<file path="src/verilog/adcr_pkg.sv">
// shared constants and carrier types of the converter control block
package adcr_pkg;
  // result width of the converter core
  localparam int ADCR_RES_W = 10;
  // apb byte offsets of the register words
  localparam logic [7:0] ADCR_OFF_CTRL0 = 8'h00;
  localparam logic [7:0] ADCR_OFF_CTRL1 = 8'h04;
  localparam logic [7:0] ADCR_OFF_RESH = 8'h08;
  localparam logic [7:0] ADCR_OFF_RESL = 8'h0C;
  localparam logic [7:0] ADCR_OFF_STAT = 8'h10;
  // control word 0 field positions
  localparam int ADCR_C0_EN_BIT = 0;
  localparam int ADCR_C0_GO_BIT = 1;
  localparam int ADCR_C0_CHAN_LSB = 2;
  localparam int ADCR_C0_CHAN_MSB = 6;
  // control word 1 field positions
  localparam int ADCR_C1_REF_LSB = 0;
  localparam int ADCR_C1_REF_MSB = 1;
  localparam int ADCR_C1_CS_LSB = 4;
  localparam int ADCR_C1_CS_MSB = 6;
  localparam int ADCR_C1_JUST_BIT = 7;
  // status word field position
  localparam int ADCR_ST_DONE_BIT = 0;
  // values after reset
  localparam logic [7:0] ADCR_CTRL_RST = 8'h00;
  // channel codes bounding the connected inputs
  localparam logic [4:0] ADCR_CHAN_LAST_PIN = 5'h03;
  localparam logic [4:0] ADCR_CHAN_TEMP = 5'h1D;
  // conversion clock select codes; x11 picks the rc oscillator
  localparam logic [2:0] ADCR_CS_DIV2 = 3'h0;
  localparam logic [2:0] ADCR_CS_DIV8 = 3'h1;
  localparam logic [2:0] ADCR_CS_DIV32 = 3'h2;
  localparam logic [2:0] ADCR_CS_DIV4 = 3'h4;
  localparam logic [2:0] ADCR_CS_DIV16 = 3'h5;
  localparam logic [2:0] ADCR_CS_DIV64 = 3'h6;
  // divider lengths in system clock cycles
  localparam logic [6:0] ADCR_LEN_DIV2 = 7'h02;
  localparam logic [6:0] ADCR_LEN_DIV4 = 7'h04;
  localparam logic [6:0] ADCR_LEN_DIV8 = 7'h08;
  localparam logic [6:0] ADCR_LEN_DIV16 = 7'h10;
  localparam logic [6:0] ADCR_LEN_DIV32 = 7'h20;
  localparam logic [6:0] ADCR_LEN_DIV64 = 7'h40;
  // conversion sequencer states
  typedef enum logic {ADCR_IDLE, ADCR_CONVERT} adcr_state_e;
  // request towards the analog converter core
  typedef struct packed {
    logic enable;
    logic connect;
    logic [4:0] channel;
    logic [1:0] pos_ref;
    logic start;
    logic abort;
  } adcr_core_req_s;
  // answer from the analog converter core
  typedef struct packed {
    logic done;
    logic [ADCR_RES_W-1:0] result;
    logic [3:0] bits_done;
  } adcr_core_rsp_s;
endpackage

</file>
<file path="src/verilog/adcr_tad_div.sv">
// conversion clock tick generator
module adcr_tad_div
  import adcr_pkg::*;
(
  // clock, reset and freeze
  input wire logic core_clk,
  input wire logic sys_rst,
  input wire logic clk_en,
  // selection
  input wire logic run,
  input wire logic [2:0] conv_clock_sel,
  input wire logic rc_tick,
  // one tick per conversion clock period
  output logic tad_tick_r
);
  logic [6:0] cnt_r; // cycles since the last tick
  logic [6:0] div_len; // period of the chosen divider
  logic rc_sel; // x11 selects the rc oscillator

  assign rc_sel = (conv_clock_sel[1:0] == 2'h3);

  // decode the divider length
  always_comb begin
    unique case (conv_clock_sel)
      ADCR_CS_DIV2: div_len = ADCR_LEN_DIV2;
      ADCR_CS_DIV8: div_len = ADCR_LEN_DIV8;
      ADCR_CS_DIV32: div_len = ADCR_LEN_DIV32;
      ADCR_CS_DIV4: div_len = ADCR_LEN_DIV4;
      ADCR_CS_DIV16: div_len = ADCR_LEN_DIV16;
      ADCR_CS_DIV64: div_len = ADCR_LEN_DIV64;
      default: div_len = ADCR_LEN_DIV2; // rc codes, length unused
    endcase
  end

  // free count only while converting, so every conversion on a divider code starts aligned; rc codes pass rc_tick through
  always_ff @(posedge core_clk) begin
    if (sys_rst) begin
      cnt_r <= 7'h00;
      tad_tick_r <= 1'b0;
    end else if (clk_en) begin
      if (!run) begin
        cnt_r <= 7'h00;
        tad_tick_r <= 1'b0;
      end else if (rc_sel) begin
        cnt_r <= 7'h00;
        tad_tick_r <= rc_tick;
      end else if (cnt_r == div_len - 7'h01) begin
        cnt_r <= 7'h00;
        tad_tick_r <= 1'b1;
      end else begin
        cnt_r <= cnt_r + 7'h01;
        tad_tick_r <= 1'b0;
      end
    end
  end

  AST_TAD_DIV4_PERIOD: assert property (@(posedge core_clk) disable iff (sys_rst)
    (tad_tick_r && run && clk_en && conv_clock_sel == ADCR_CS_DIV4)
    ##1 (run && clk_en && conv_clock_sel == ADCR_CS_DIV4)[*3] |=> tad_tick_r)
    else $error("divide by four tick period wrong");
endmodule // adcr_tad_div

</file>
<file path="src/verilog/adcr_fill.sv">
// fills unconverted low bits of a partial result
module adcr_fill
  import adcr_pkg::*;
#(
  parameter int RES_W = ADCR_RES_W
)
(
  // partial value and number of converted top bits
  input wire logic [RES_W-1:0] raw,
  input wire logic [3:0] bits_done,
  // value with the gaps filled
  output logic [RES_W-1:0] filled
);
  logic [3:0] low_idx; // index of the last converted bit
  logic all_done; // no gap to fill
  logic last_bit; // value copied into the gap

  assign all_done = (bits_done >= 4'(RES_W));
  assign low_idx = all_done ? 4'h0 : 4'(RES_W) - bits_done;
  // nothing converted yet gives zero rather than an undefined bit
  assign last_bit = (bits_done == 4'h0) ? 1'b0 : raw[low_idx];

  // each bit keeps its value or copies the last converted one
  for (genvar i = 0; i < RES_W; i++) begin : g_bit
    assign filled[i] = (all_done || 4'(i) >= low_idx) ? raw[i] : last_bit;
  end
endmodule // adcr_fill

</file>
<file path="src/verilog/adcr_ctrl.sv">
// converter control, result registers and apb slave
//
// Design decisions made here: register access over APB and the register offsets.
module adcr_ctrl
  import adcr_pkg::*;
(
  // clock, reset and freeze
  input wire logic core_clk,
  input wire logic sys_rst,
  input wire logic clk_en,
  // apb slave
  input wire logic psel,
  input wire logic penable,
  input wire logic pwrite,
  input wire logic [7:0] paddr,
  input wire logic [31:0] pwdata,
  output logic [31:0] prdata_r,
  output logic pready_r,
  output logic pslverr_r,
  // compare unit trigger
  input wire logic special_event_trig,
  output logic trig_timer_clear_r,
  // analog converter core
  output adcr_core_req_s core_req_r,
  input wire adcr_core_rsp_s core_rsp,
  input wire logic rc_tick,
  output logic tad_tick_r,
  // completion flag towards the interrupt controller
  output logic conv_done_flag_r
);
  // control word 0
  logic converter_enable_r;
  logic go_r; // start and busy bit
  logic [4:0] input_channel_sel_r;
  // control word 1
  logic result_justify_sel_r;
  logic [2:0] conv_clock_sel_r;
  logic [1:0] pos_ref_sel_r;
  // result words, deliberately without reset
  logic [7:0] result_high_r;
  logic [7:0] result_low_r;
  // sequencer
  adcr_state_e state_r;
  logic [ADCR_RES_W-1:0] partial_filled; // aborted value with gaps filled
  logic [ADCR_RES_W-1:0] load_val; // value to format into results
  logic load_en; // results take a new value this cycle
  logic conv_done; // core finished while converting
  logic conv_abort; // software cleared the busy bit
  // bus decode
  logic apb_acc; // first access cycle, answer goes out
  logic apb_wr; // write takes effect this edge
  logic hit_c0;
  logic hit_c1;
  logic hit_rh;
  logic hit_rl;
  logic hit_st;
  logic hit_any;
  logic [7:0] rd_val; // read word before the flop

  // bus phases: answer one cycle into the access phase
  assign apb_acc = psel && penable && !pready_r;
  assign apb_wr = psel && penable && pready_r && pwrite && hit_any;
  assign hit_c0 = (paddr == ADCR_OFF_CTRL0);
  assign hit_c1 = (paddr == ADCR_OFF_CTRL1);
  assign hit_rh = (paddr == ADCR_OFF_RESH);
  assign hit_rl = (paddr == ADCR_OFF_RESL);
  assign hit_st = (paddr == ADCR_OFF_STAT);
  assign hit_any = hit_c0 || hit_c1 || hit_rh || hit_rl || hit_st;

  // sequencer events
  assign conv_done = (state_r == ADCR_CONVERT) && converter_enable_r && core_rsp.done;
  assign conv_abort = (state_r == ADCR_CONVERT) && converter_enable_r && !core_rsp.done
    && !go_r;
  assign load_en = conv_done || conv_abort;
  assign load_val = conv_done ? core_rsp.result : partial_filled;

  // gap filler for aborted conversions
  adcr_fill #(
    .RES_W(ADCR_RES_W)
  ) adcr_fill_inst (
    .raw(core_rsp.result),
    .bits_done(core_rsp.bits_done),
    .filled(partial_filled)
  );

  // conversion clock ticks only while converting
  adcr_tad_div adcr_tad_div_inst (
    .core_clk(core_clk),
    .sys_rst(sys_rst),
    .clk_en(clk_en),
    .run(state_r == ADCR_CONVERT),
    .conv_clock_sel(conv_clock_sel_r),
    .rc_tick(rc_tick),
    .tad_tick_r(tad_tick_r)
  );

  // apb handshake and read data
  always_ff @(posedge core_clk) begin
    if (sys_rst) begin
      pready_r <= 1'b0;
      pslverr_r <= 1'b0;
      prdata_r <= 32'h0000_0000;
    end else if (clk_en) begin
      if (apb_acc) begin
        pready_r <= 1'b1;
        pslverr_r <= !hit_any; // unmapped answers with an error
        prdata_r <= {24'h00_0000, rd_val};
      end else begin
        pready_r <= 1'b0;
        pslverr_r <= 1'b0;
      end
    end
  end

  // read multiplexer
  always_comb begin
    rd_val = 8'h00; // unmapped reads zero
    if (hit_c0) begin
      rd_val = {1'b0, input_channel_sel_r, go_r, converter_enable_r};
    end else if (hit_c1) begin
      rd_val = {result_justify_sel_r, conv_clock_sel_r, 2'h0, pos_ref_sel_r};
    end else if (hit_rh) begin
      rd_val = result_high_r;
    end else if (hit_rl) begin
      rd_val = result_low_r;
    end else if (hit_st) begin
      rd_val = {7'h00, conv_done_flag_r};
    end
  end

  // configuration fields of both control words
  always_ff @(posedge core_clk) begin
    if (sys_rst) begin
      converter_enable_r <= ADCR_CTRL_RST[ADCR_C0_EN_BIT];
      input_channel_sel_r <= ADCR_CTRL_RST[ADCR_C0_CHAN_MSB:ADCR_C0_CHAN_LSB];
      result_justify_sel_r <= ADCR_CTRL_RST[ADCR_C1_JUST_BIT];
      conv_clock_sel_r <= ADCR_CTRL_RST[ADCR_C1_CS_MSB:ADCR_C1_CS_LSB];
      pos_ref_sel_r <= ADCR_CTRL_RST[ADCR_C1_REF_MSB:ADCR_C1_REF_LSB];
    end else if (clk_en && apb_wr) begin
      if (hit_c0) begin
        converter_enable_r <= pwdata[ADCR_C0_EN_BIT];
        input_channel_sel_r <= pwdata[ADCR_C0_CHAN_MSB:ADCR_C0_CHAN_LSB];
      end
      if (hit_c1) begin
        result_justify_sel_r <= pwdata[ADCR_C1_JUST_BIT];
        conv_clock_sel_r <= pwdata[ADCR_C1_CS_MSB:ADCR_C1_CS_LSB];
        pos_ref_sel_r <= pwdata[ADCR_C1_REF_MSB:ADCR_C1_REF_LSB];
      end
    end
  end

  // start and busy bit; the trigger beats a clear in the same cycle, except a control 0 write that clears enable
  always_ff @(posedge core_clk) begin
    if (sys_rst) begin
      go_r <= ADCR_CTRL_RST[ADCR_C0_GO_BIT];
    end else if (clk_en) begin
      if (apb_wr && hit_c0 && !pwdata[ADCR_C0_EN_BIT]) begin
        go_r <= 1'b0; // disabling drops any conversion
      end else if (special_event_trig && converter_enable_r) begin
        go_r <= 1'b1;
      end else if (apb_wr && hit_c0) begin
        go_r <= pwdata[ADCR_C0_GO_BIT];
      end else if (conv_done) begin
        go_r <= 1'b0;
      end
    end
  end

  // trigger timer is cleared on the cycle after the pulse
  always_ff @(posedge core_clk) begin
    if (sys_rst) begin
      trig_timer_clear_r <= 1'b0;
    end else if (clk_en) begin
      trig_timer_clear_r <= special_event_trig;
    end
  end

  // sequencer; a start while disabled is not accepted
  // dropping enable mid-conversion returns to idle without a load
  always_ff @(posedge core_clk) begin
    if (sys_rst) begin
      state_r <= ADCR_IDLE;
    end else if (clk_en) begin
      unique case (state_r)
        ADCR_IDLE: begin
          if (go_r && converter_enable_r) begin
            state_r <= ADCR_CONVERT;
          end
        end
        ADCR_CONVERT: begin
          if (!converter_enable_r || load_en) begin
            state_r <= ADCR_IDLE;
          end
        end
      endcase
    end
  end

  // requests to the core, registered so the outputs come from flops
  // start and abort last one cycle; the core must sample every edge
  always_ff @(posedge core_clk) begin
    if (sys_rst) begin
      core_req_r <= '0;
    end else if (clk_en) begin
      core_req_r.enable <= converter_enable_r;
      // reserved codes leave the sample switch open
      core_req_r.connect <= (input_channel_sel_r <= ADCR_CHAN_LAST_PIN)
        || (input_channel_sel_r >= ADCR_CHAN_TEMP);
      core_req_r.channel <= input_channel_sel_r;
      core_req_r.pos_ref <= pos_ref_sel_r;
      core_req_r.start <= (state_r == ADCR_IDLE) && go_r && converter_enable_r;
      core_req_r.abort <= conv_abort
        || ((state_r == ADCR_CONVERT) && !converter_enable_r);
    end
  end

  // result words: no reset, a hardware load beats a software write
  // a software write in a load cycle is lost; the load carries fresher data
  always_ff @(posedge core_clk) begin
    if (clk_en) begin
      if (load_en && result_justify_sel_r) begin
        result_high_r <= {6'h00, load_val[9:8]};
        result_low_r <= load_val[7:0];
      end else if (load_en) begin
        result_high_r <= load_val[9:2];
        result_low_r <= {load_val[1:0], 6'h00};
      end else if (apb_wr) begin
        if (hit_rh) begin
          result_high_r <= pwdata[7:0];
        end
        if (hit_rl) begin
          result_low_r <= pwdata[7:0];
        end
      end
    end
  end

  // completion flag: write one clears, a completion in that cycle wins
  // losing a completion would hang an interrupt-driven driver, so set wins
  always_ff @(posedge core_clk) begin
    if (sys_rst) begin
      conv_done_flag_r <= 1'b0;
    end else if (clk_en) begin
      if (conv_done) begin
        conv_done_flag_r <= 1'b1;
      end else if (apb_wr && hit_st && pwdata[ADCR_ST_DONE_BIT]) begin
        conv_done_flag_r <= 1'b0;
      end
    end
  end

  AST_TRIG_SETS_GO: assert property (@(posedge core_clk) disable iff (sys_rst)
    (special_event_trig && converter_enable_r && clk_en && !(apb_wr && hit_c0))
    |=> go_r ##0 trig_timer_clear_r)
    else $error("trigger did not set start bit and clear timer");

  AST_TRIG_TIMER_PULSE: assert property (@(posedge core_clk) disable iff (sys_rst)
    (clk_en && !special_event_trig) |=> !trig_timer_clear_r)
    else $error("timer clear without trigger");

  AST_START_PULSE: assert property (@(posedge core_clk) disable iff (sys_rst)
    (apb_wr && hit_c0 && pwdata[1:0] == 2'h3 && state_r == ADCR_IDLE && clk_en)
    ##1 clk_en |=> core_req_r.start ##0 state_r == ADCR_CONVERT)
    else $error("start write did not launch a conversion");

  AST_DONE_EFFECTS: assert property (@(posedge core_clk) disable iff (sys_rst)
    (conv_done && clk_en && !special_event_trig && !(apb_wr && hit_c0))
    |=> !go_r && conv_done_flag_r && state_r == ADCR_IDLE)
    else $error("completion effects missing");

  AST_RIGHT_FORMAT: assert property (@(posedge core_clk) disable iff (sys_rst)
    (conv_done && result_justify_sel_r && clk_en)
    |=> result_high_r == {6'h00, $past(core_rsp.result[9:8])}
      && result_low_r == $past(core_rsp.result[7:0]))
    else $error("right justified result wrong");

  AST_LEFT_FORMAT: assert property (@(posedge core_clk) disable iff (sys_rst)
    (conv_done && !result_justify_sel_r && clk_en)
    |=> result_high_r == $past(core_rsp.result[9:2])
      && result_low_r == {$past(core_rsp.result[1:0]), 6'h00})
    else $error("left justified result wrong");

  AST_ABORT_LOAD: assert property (@(posedge core_clk) disable iff (sys_rst)
    (conv_abort && clk_en && !(apb_wr && hit_st))
    |=> core_req_r.abort && state_r == ADCR_IDLE
      && conv_done_flag_r == $past(conv_done_flag_r))
    else $error("abort not handled");

  AST_CTRL0_READ: assert property (@(posedge core_clk) disable iff (sys_rst)
    (psel && penable && pready_r && hit_c0) |-> prdata_r[31:7] == 25'h000_0000)
    else $error("control 0 upper bits not zero");

  AST_CTRL1_READ: assert property (@(posedge core_clk) disable iff (sys_rst)
    (psel && penable && pready_r && hit_c1)
    |-> prdata_r[3:2] == 2'h0 && prdata_r[31:8] == 24'h00_0000)
    else $error("control 1 reserved bits not zero");

  AST_ENABLE_FOLLOWS: assert property (@(posedge core_clk) disable iff (sys_rst)
    (apb_wr && hit_c0 && clk_en) ##1 clk_en |=> core_req_r.enable == $past(pwdata[0], 2))
    else $error("core enable does not follow control write");

  // the checks below cover corners the bench reaches rarely
  AST_ABORT_TOP_BITS: assert property (@(posedge core_clk) disable iff (sys_rst)
    (conv_abort && result_justify_sel_r && clk_en && core_rsp.bits_done >= 4'h2)
    |=> result_high_r == {6'h00, $past(core_rsp.result[9:8])})
    else $error("aborted result lost its converted top bits");

  AST_RESERVED_OPEN: assert property (@(posedge core_clk) disable iff (sys_rst)
    (clk_en && input_channel_sel_r > ADCR_CHAN_LAST_PIN
      && input_channel_sel_r < ADCR_CHAN_TEMP)
    |=> !core_req_r.connect)
    else $error("reserved channel code closed the sample switch");

  AST_DISABLED_QUIET: assert property (@(posedge core_clk) disable iff (sys_rst)
    (clk_en && !converter_enable_r) |=> !core_req_r.enable && !core_req_r.start)
    else $error("disabled converter still requested");

  AST_FLAG_SET_WINS: assert property (@(posedge core_clk) disable iff (sys_rst)
    (conv_done && clk_en) |=> conv_done_flag_r)
    else $error("completion flag not set");

  AST_TRIG_WHILE_OFF: assert property (@(posedge core_clk) disable iff (sys_rst)
    (special_event_trig && !converter_enable_r && !go_r && clk_en && !(apb_wr && hit_c0))
    |=> !go_r && trig_timer_clear_r)
    else $error("trigger started a disabled converter");
endmodule // adcr_ctrl

</file>
<file path="config.mk">
export PLATFORM = sky130hd
export DESIGN_NAME = adcr_ctrl
export DESIGN_NICKNAME = d
export VERILOG_FILES = /design/src/verilog/adcr_pkg.sv /design/src/verilog/adcr_tad_div.sv /design/src/verilog/adcr_fill.sv /design/src/verilog/adcr_ctrl.sv
export SDC_FILE = /design/constraint.sdc
export NUM_CORES = 1
export LEC_CHECK = 0
export ABC_AREA = 1
export BUFFER_PORTS_ARGS = -buffer_cell sky130_fd_sc_hd__buf_2
export CAP_MARGIN = 20
export CORE_MARGIN = 2
export CORE_UTILIZATION = 56
export DETAILED_ROUTE_END_ITERATION = 7
export HOLD_SLACK_MARGIN = 0.08
export PLACE_DENSITY = 0.86
export SLEW_MARGIN = 20
export SYNTH_ARGS = -nofsm -noshare
export SYNTH_HDL_FRONTEND = slang
export SYNTH_SLANG_ARGS = --single-unit
</file>
<file path="constraint.sdc">
create_clock -name core_clk -period 2.9 [get_ports core_clk]
set_input_delay 0.29 -clock core_clk [delete_from_list [all_inputs] [get_ports core_clk]]
set_output_delay 0.29 -clock core_clk [all_outputs]
set_load 0.02 [all_outputs]
</file>
==> flow_summary.toml <==
[synthesis]
synthesis.instances = 501
postSynthAreaPerCell_um2 = 7.08
synthArstFlopShare = 0
synth_sequential_area_ratio = 0.389
syn_std_cell_area_um2 = 3550
number_of_warning_messages_in_the_yosys_log = 0
ys_flop_type = "dfxtp_1"
synth-edff-count = 16
synthDistinctLibCells = 38
postSynthRegisterBits = 61

[die]
die_y_um = 83.6
top_level_ports = 111
die_w_um = 83.6
initial_utilization = 0.589
core_area_um2 = 6030
floorplan.die_area_um2 = 6990
row_count = 28

[timing]
clock.fmax_mhz = 471
min_period_ps = 2120
grt_setup_unrepaired = "no"
clock_skew_ps = 11.3
pin_slew_with_the_least_headroom_to_its_limit_ps = 741
setup_viols_final = 0
period_share = 0.731
timing.slew.headroom = 0.505
number_of_max_slew_violations_in_the_final_report = 0
report.final.hold_viol_count = 0
setup_slack_ps = 779
final.setup.tns_ps = 0

[route]
route.detailed.drc = 0
drt-vias-per-instance = 5.47
route.antenna.remaining_nets = 0
avgRoutedWirePerCell_um = 13.8
finalWirelength_mm = 8.96
first_iter_violations = 255
dr_total_vias = 3546
drt_first_pass_iters = 6

[finish]
synthToLayoutAreaGrowth_pct = 14.9
post_layout_nonfiller_instances = 648
final_net_count = 635
final_util = 0.676
layout-drive-gt1-share = 0.201
mostFrequentLayoutCells = "nand2_1 (129), buf_2 (62), inv_1 (47), dfxtp_1 (45), nand3_1 (42)"
antennaDiodeCount = 0
mostFrequentLayoutCell = "nand2_1"

[job]
max_cap_violations = 0

[clock_tree]
cts-hold-fix-buffers = 0
post-cts-setup-buffers = 0
tritoncts = "built"
path_clk_slew_ps = 70
clock-sinks = 61
htree_num_levels = 3
cts.repair.resized = 0
cts.path.max_buffers = 2
numCtsBuffers = 9
clock_tree.root_cell = "clkbuf_8"
clock_latency_of_the_later_clocked_register_in_the_worst_skew_pair_ps = 350

[setup_path]
crit-reg2reg-capture = "result_high_r[4]$_SDFFCE_PP0P_"
cp-start-kind = "flop"
worstSetupStartpoint = "state_r$_SDFFE_PP0P_"
worstSetupEndpointType = "flop"
path_type_of_the_worst_setup_path = "flop to flop"
endpoint = "result_high_r[4]$_SDFFCE_PP0P_"
worst-r2r-setup-slack_ps = 780
critPathRequiredTime_ps = 2870
timing.reg2reg.worst_path_depth = 6
cp.arrival_ps = 2090
critical_path.reg2reg.startpoint = "state_r$_SDFFE_PP0P_"
worst-path-max-fanout = 8

[grt]
grt_antenna_before_repair = 0
grt_pass1_vias = 3262
grt_first_pass_wirelength_mm = 14.9
grtUsageTotal = 0.262
grt_start_max_net_pins = 28
overflow = 0

[power_and_ir_drop]
max-vdd-ir-drop_mv = 0.368
cellPowerDensity_nw_per_um2 = 480
static-leakage-power_nw = 1.89
total_power_mw = 1.95

[placed_design]
detailed_placement_hpwl_mm = 6.69
numPortBuffers = 62
worst_slack_after_detailed_placement_ps = 785
gp_routability_congestion = 0.916
placedCellCount = 632

[worst_hold_path]
holdCritPathClass = "input pin to flop"

[status]
result_of_the_run = "complete, no violations"
layout make-up:
cell class	count	area (um2)
fill	517	1950
multi-input combinational	374	1820
sequential	61	1380
timing repair buffer	69	363
inverter	53	199
clock buffer	13	191
tap	75	93.8
clock inverter	3	22.5
Yosys cell counts (5+ instances only):
cell / count / area, um2
a31oi_1: 5 / 31.3
nor2_2: 7 / 43.8
buf_4: 24 / 180
inv_1: 47 / 176
a21oi_1: 40 / 200
nor2_1: 33 / 124
inv_2: 5 / 18.8
nand3b_1: 5 / 37.5
clkbuf_1: 6 / 22.5
o21ai_1: 7 / 35.0
xor2_1: 5 / 43.8
nand2_2: 6 / 37.5
o21ai_0: 33 / 165
edfxtp_1: 16 / 480
dfxtp_1: 45 / 901
nand2_1: 129 / 484
nor3_1: 9 / 45.0
nand3_1: 42 / 210
stage by stage:
step / area, um2 / hold slack (ps)
after floorplan: 3630 / 425
after global placement: 3860 / 450
after detailed placement: 3860 / 458
after CTS: 4070 / 212
after global routing: 4070 / 234
final: 4070 / 214
worst max-delay path: stages (launching register included):
cell     delay, ps
dfxtp_1        410
nand2_1        110
nor2_2         360
nor2_1         170
nand2_1        100
nand2_1         70
nor2_1         540
worst min-delay path by stage:
stage | to | cells past startpoint | startpoint | slack [ps]
2_1_floorplan | trig_timer_clear_r$_SDFFE_PP0P_ | 2 | special_event_trig | 420
3_3_place_gp | prdata_r[6]$_SDFFE_PP0P_ | 2 | prdata_r[6]$_SDFFE_PP0P_ | 450
3_5_place_dp | prdata_r[7]$_SDFFE_PP0P_ | 2 | prdata_r[7]$_SDFFE_PP0P_ | 460
4_1_cts | trig_timer_clear_r$_SDFFE_PP0P_ | 3 | special_event_trig | 210
5_1_grt | pos_ref_sel_r[1]$_SDFFE_PP0P_ | 3 | pwdata[1] | 230
6_report | trig_timer_clear_r$_SDFFE_PP0P_ | 3 | special_event_trig | 210
routing by layer:
layer	up-vias	GRT usage	share of wire
met3	19	0.0514	0.088
met1	1606	0.346	0.43
met2	190	0.422	0.46
met5	-	0	0
met4	0	0.103	0.021
li1	1731	-	-
state kept, by name, summed over array words and instances (netlist names):
signal	cells
adcr_tad_div_inst.cnt_r	7
adcr_tad_div_inst.tad_tick_r	1
conv_clock_sel_r	3
conv_done_flag_r	1
converter_enable_r	1
core_req_r	11
go_r	1
input_channel_sel_r	5
pos_ref_sel_r	2
prdata_r	8
pready_r	1
pslverr_r	1
result_high_r	8
result_justify_sel_r	1
result_low_r	8
state_r	1
trig_timer_clear_r	1
kinds of logic after synthesis:
family / synth area share
xor+xnor: 0.0148
other cells: 0.00106
compound gates: 0.146
simple gates: 0.314
fa+ha+maj: 0.0141
buf+inv: 0.121
flops: 0.389
power breakdown:
group	leakage [nW]	switching (mW)	internal (mW)
registers	0.509	0.00744	0.885
clock network	0.106	0.355	0.440
logic	1.28	0.185	0.0817
total	1.89	0.547	1.41
(Power assumes the default switching activity.)
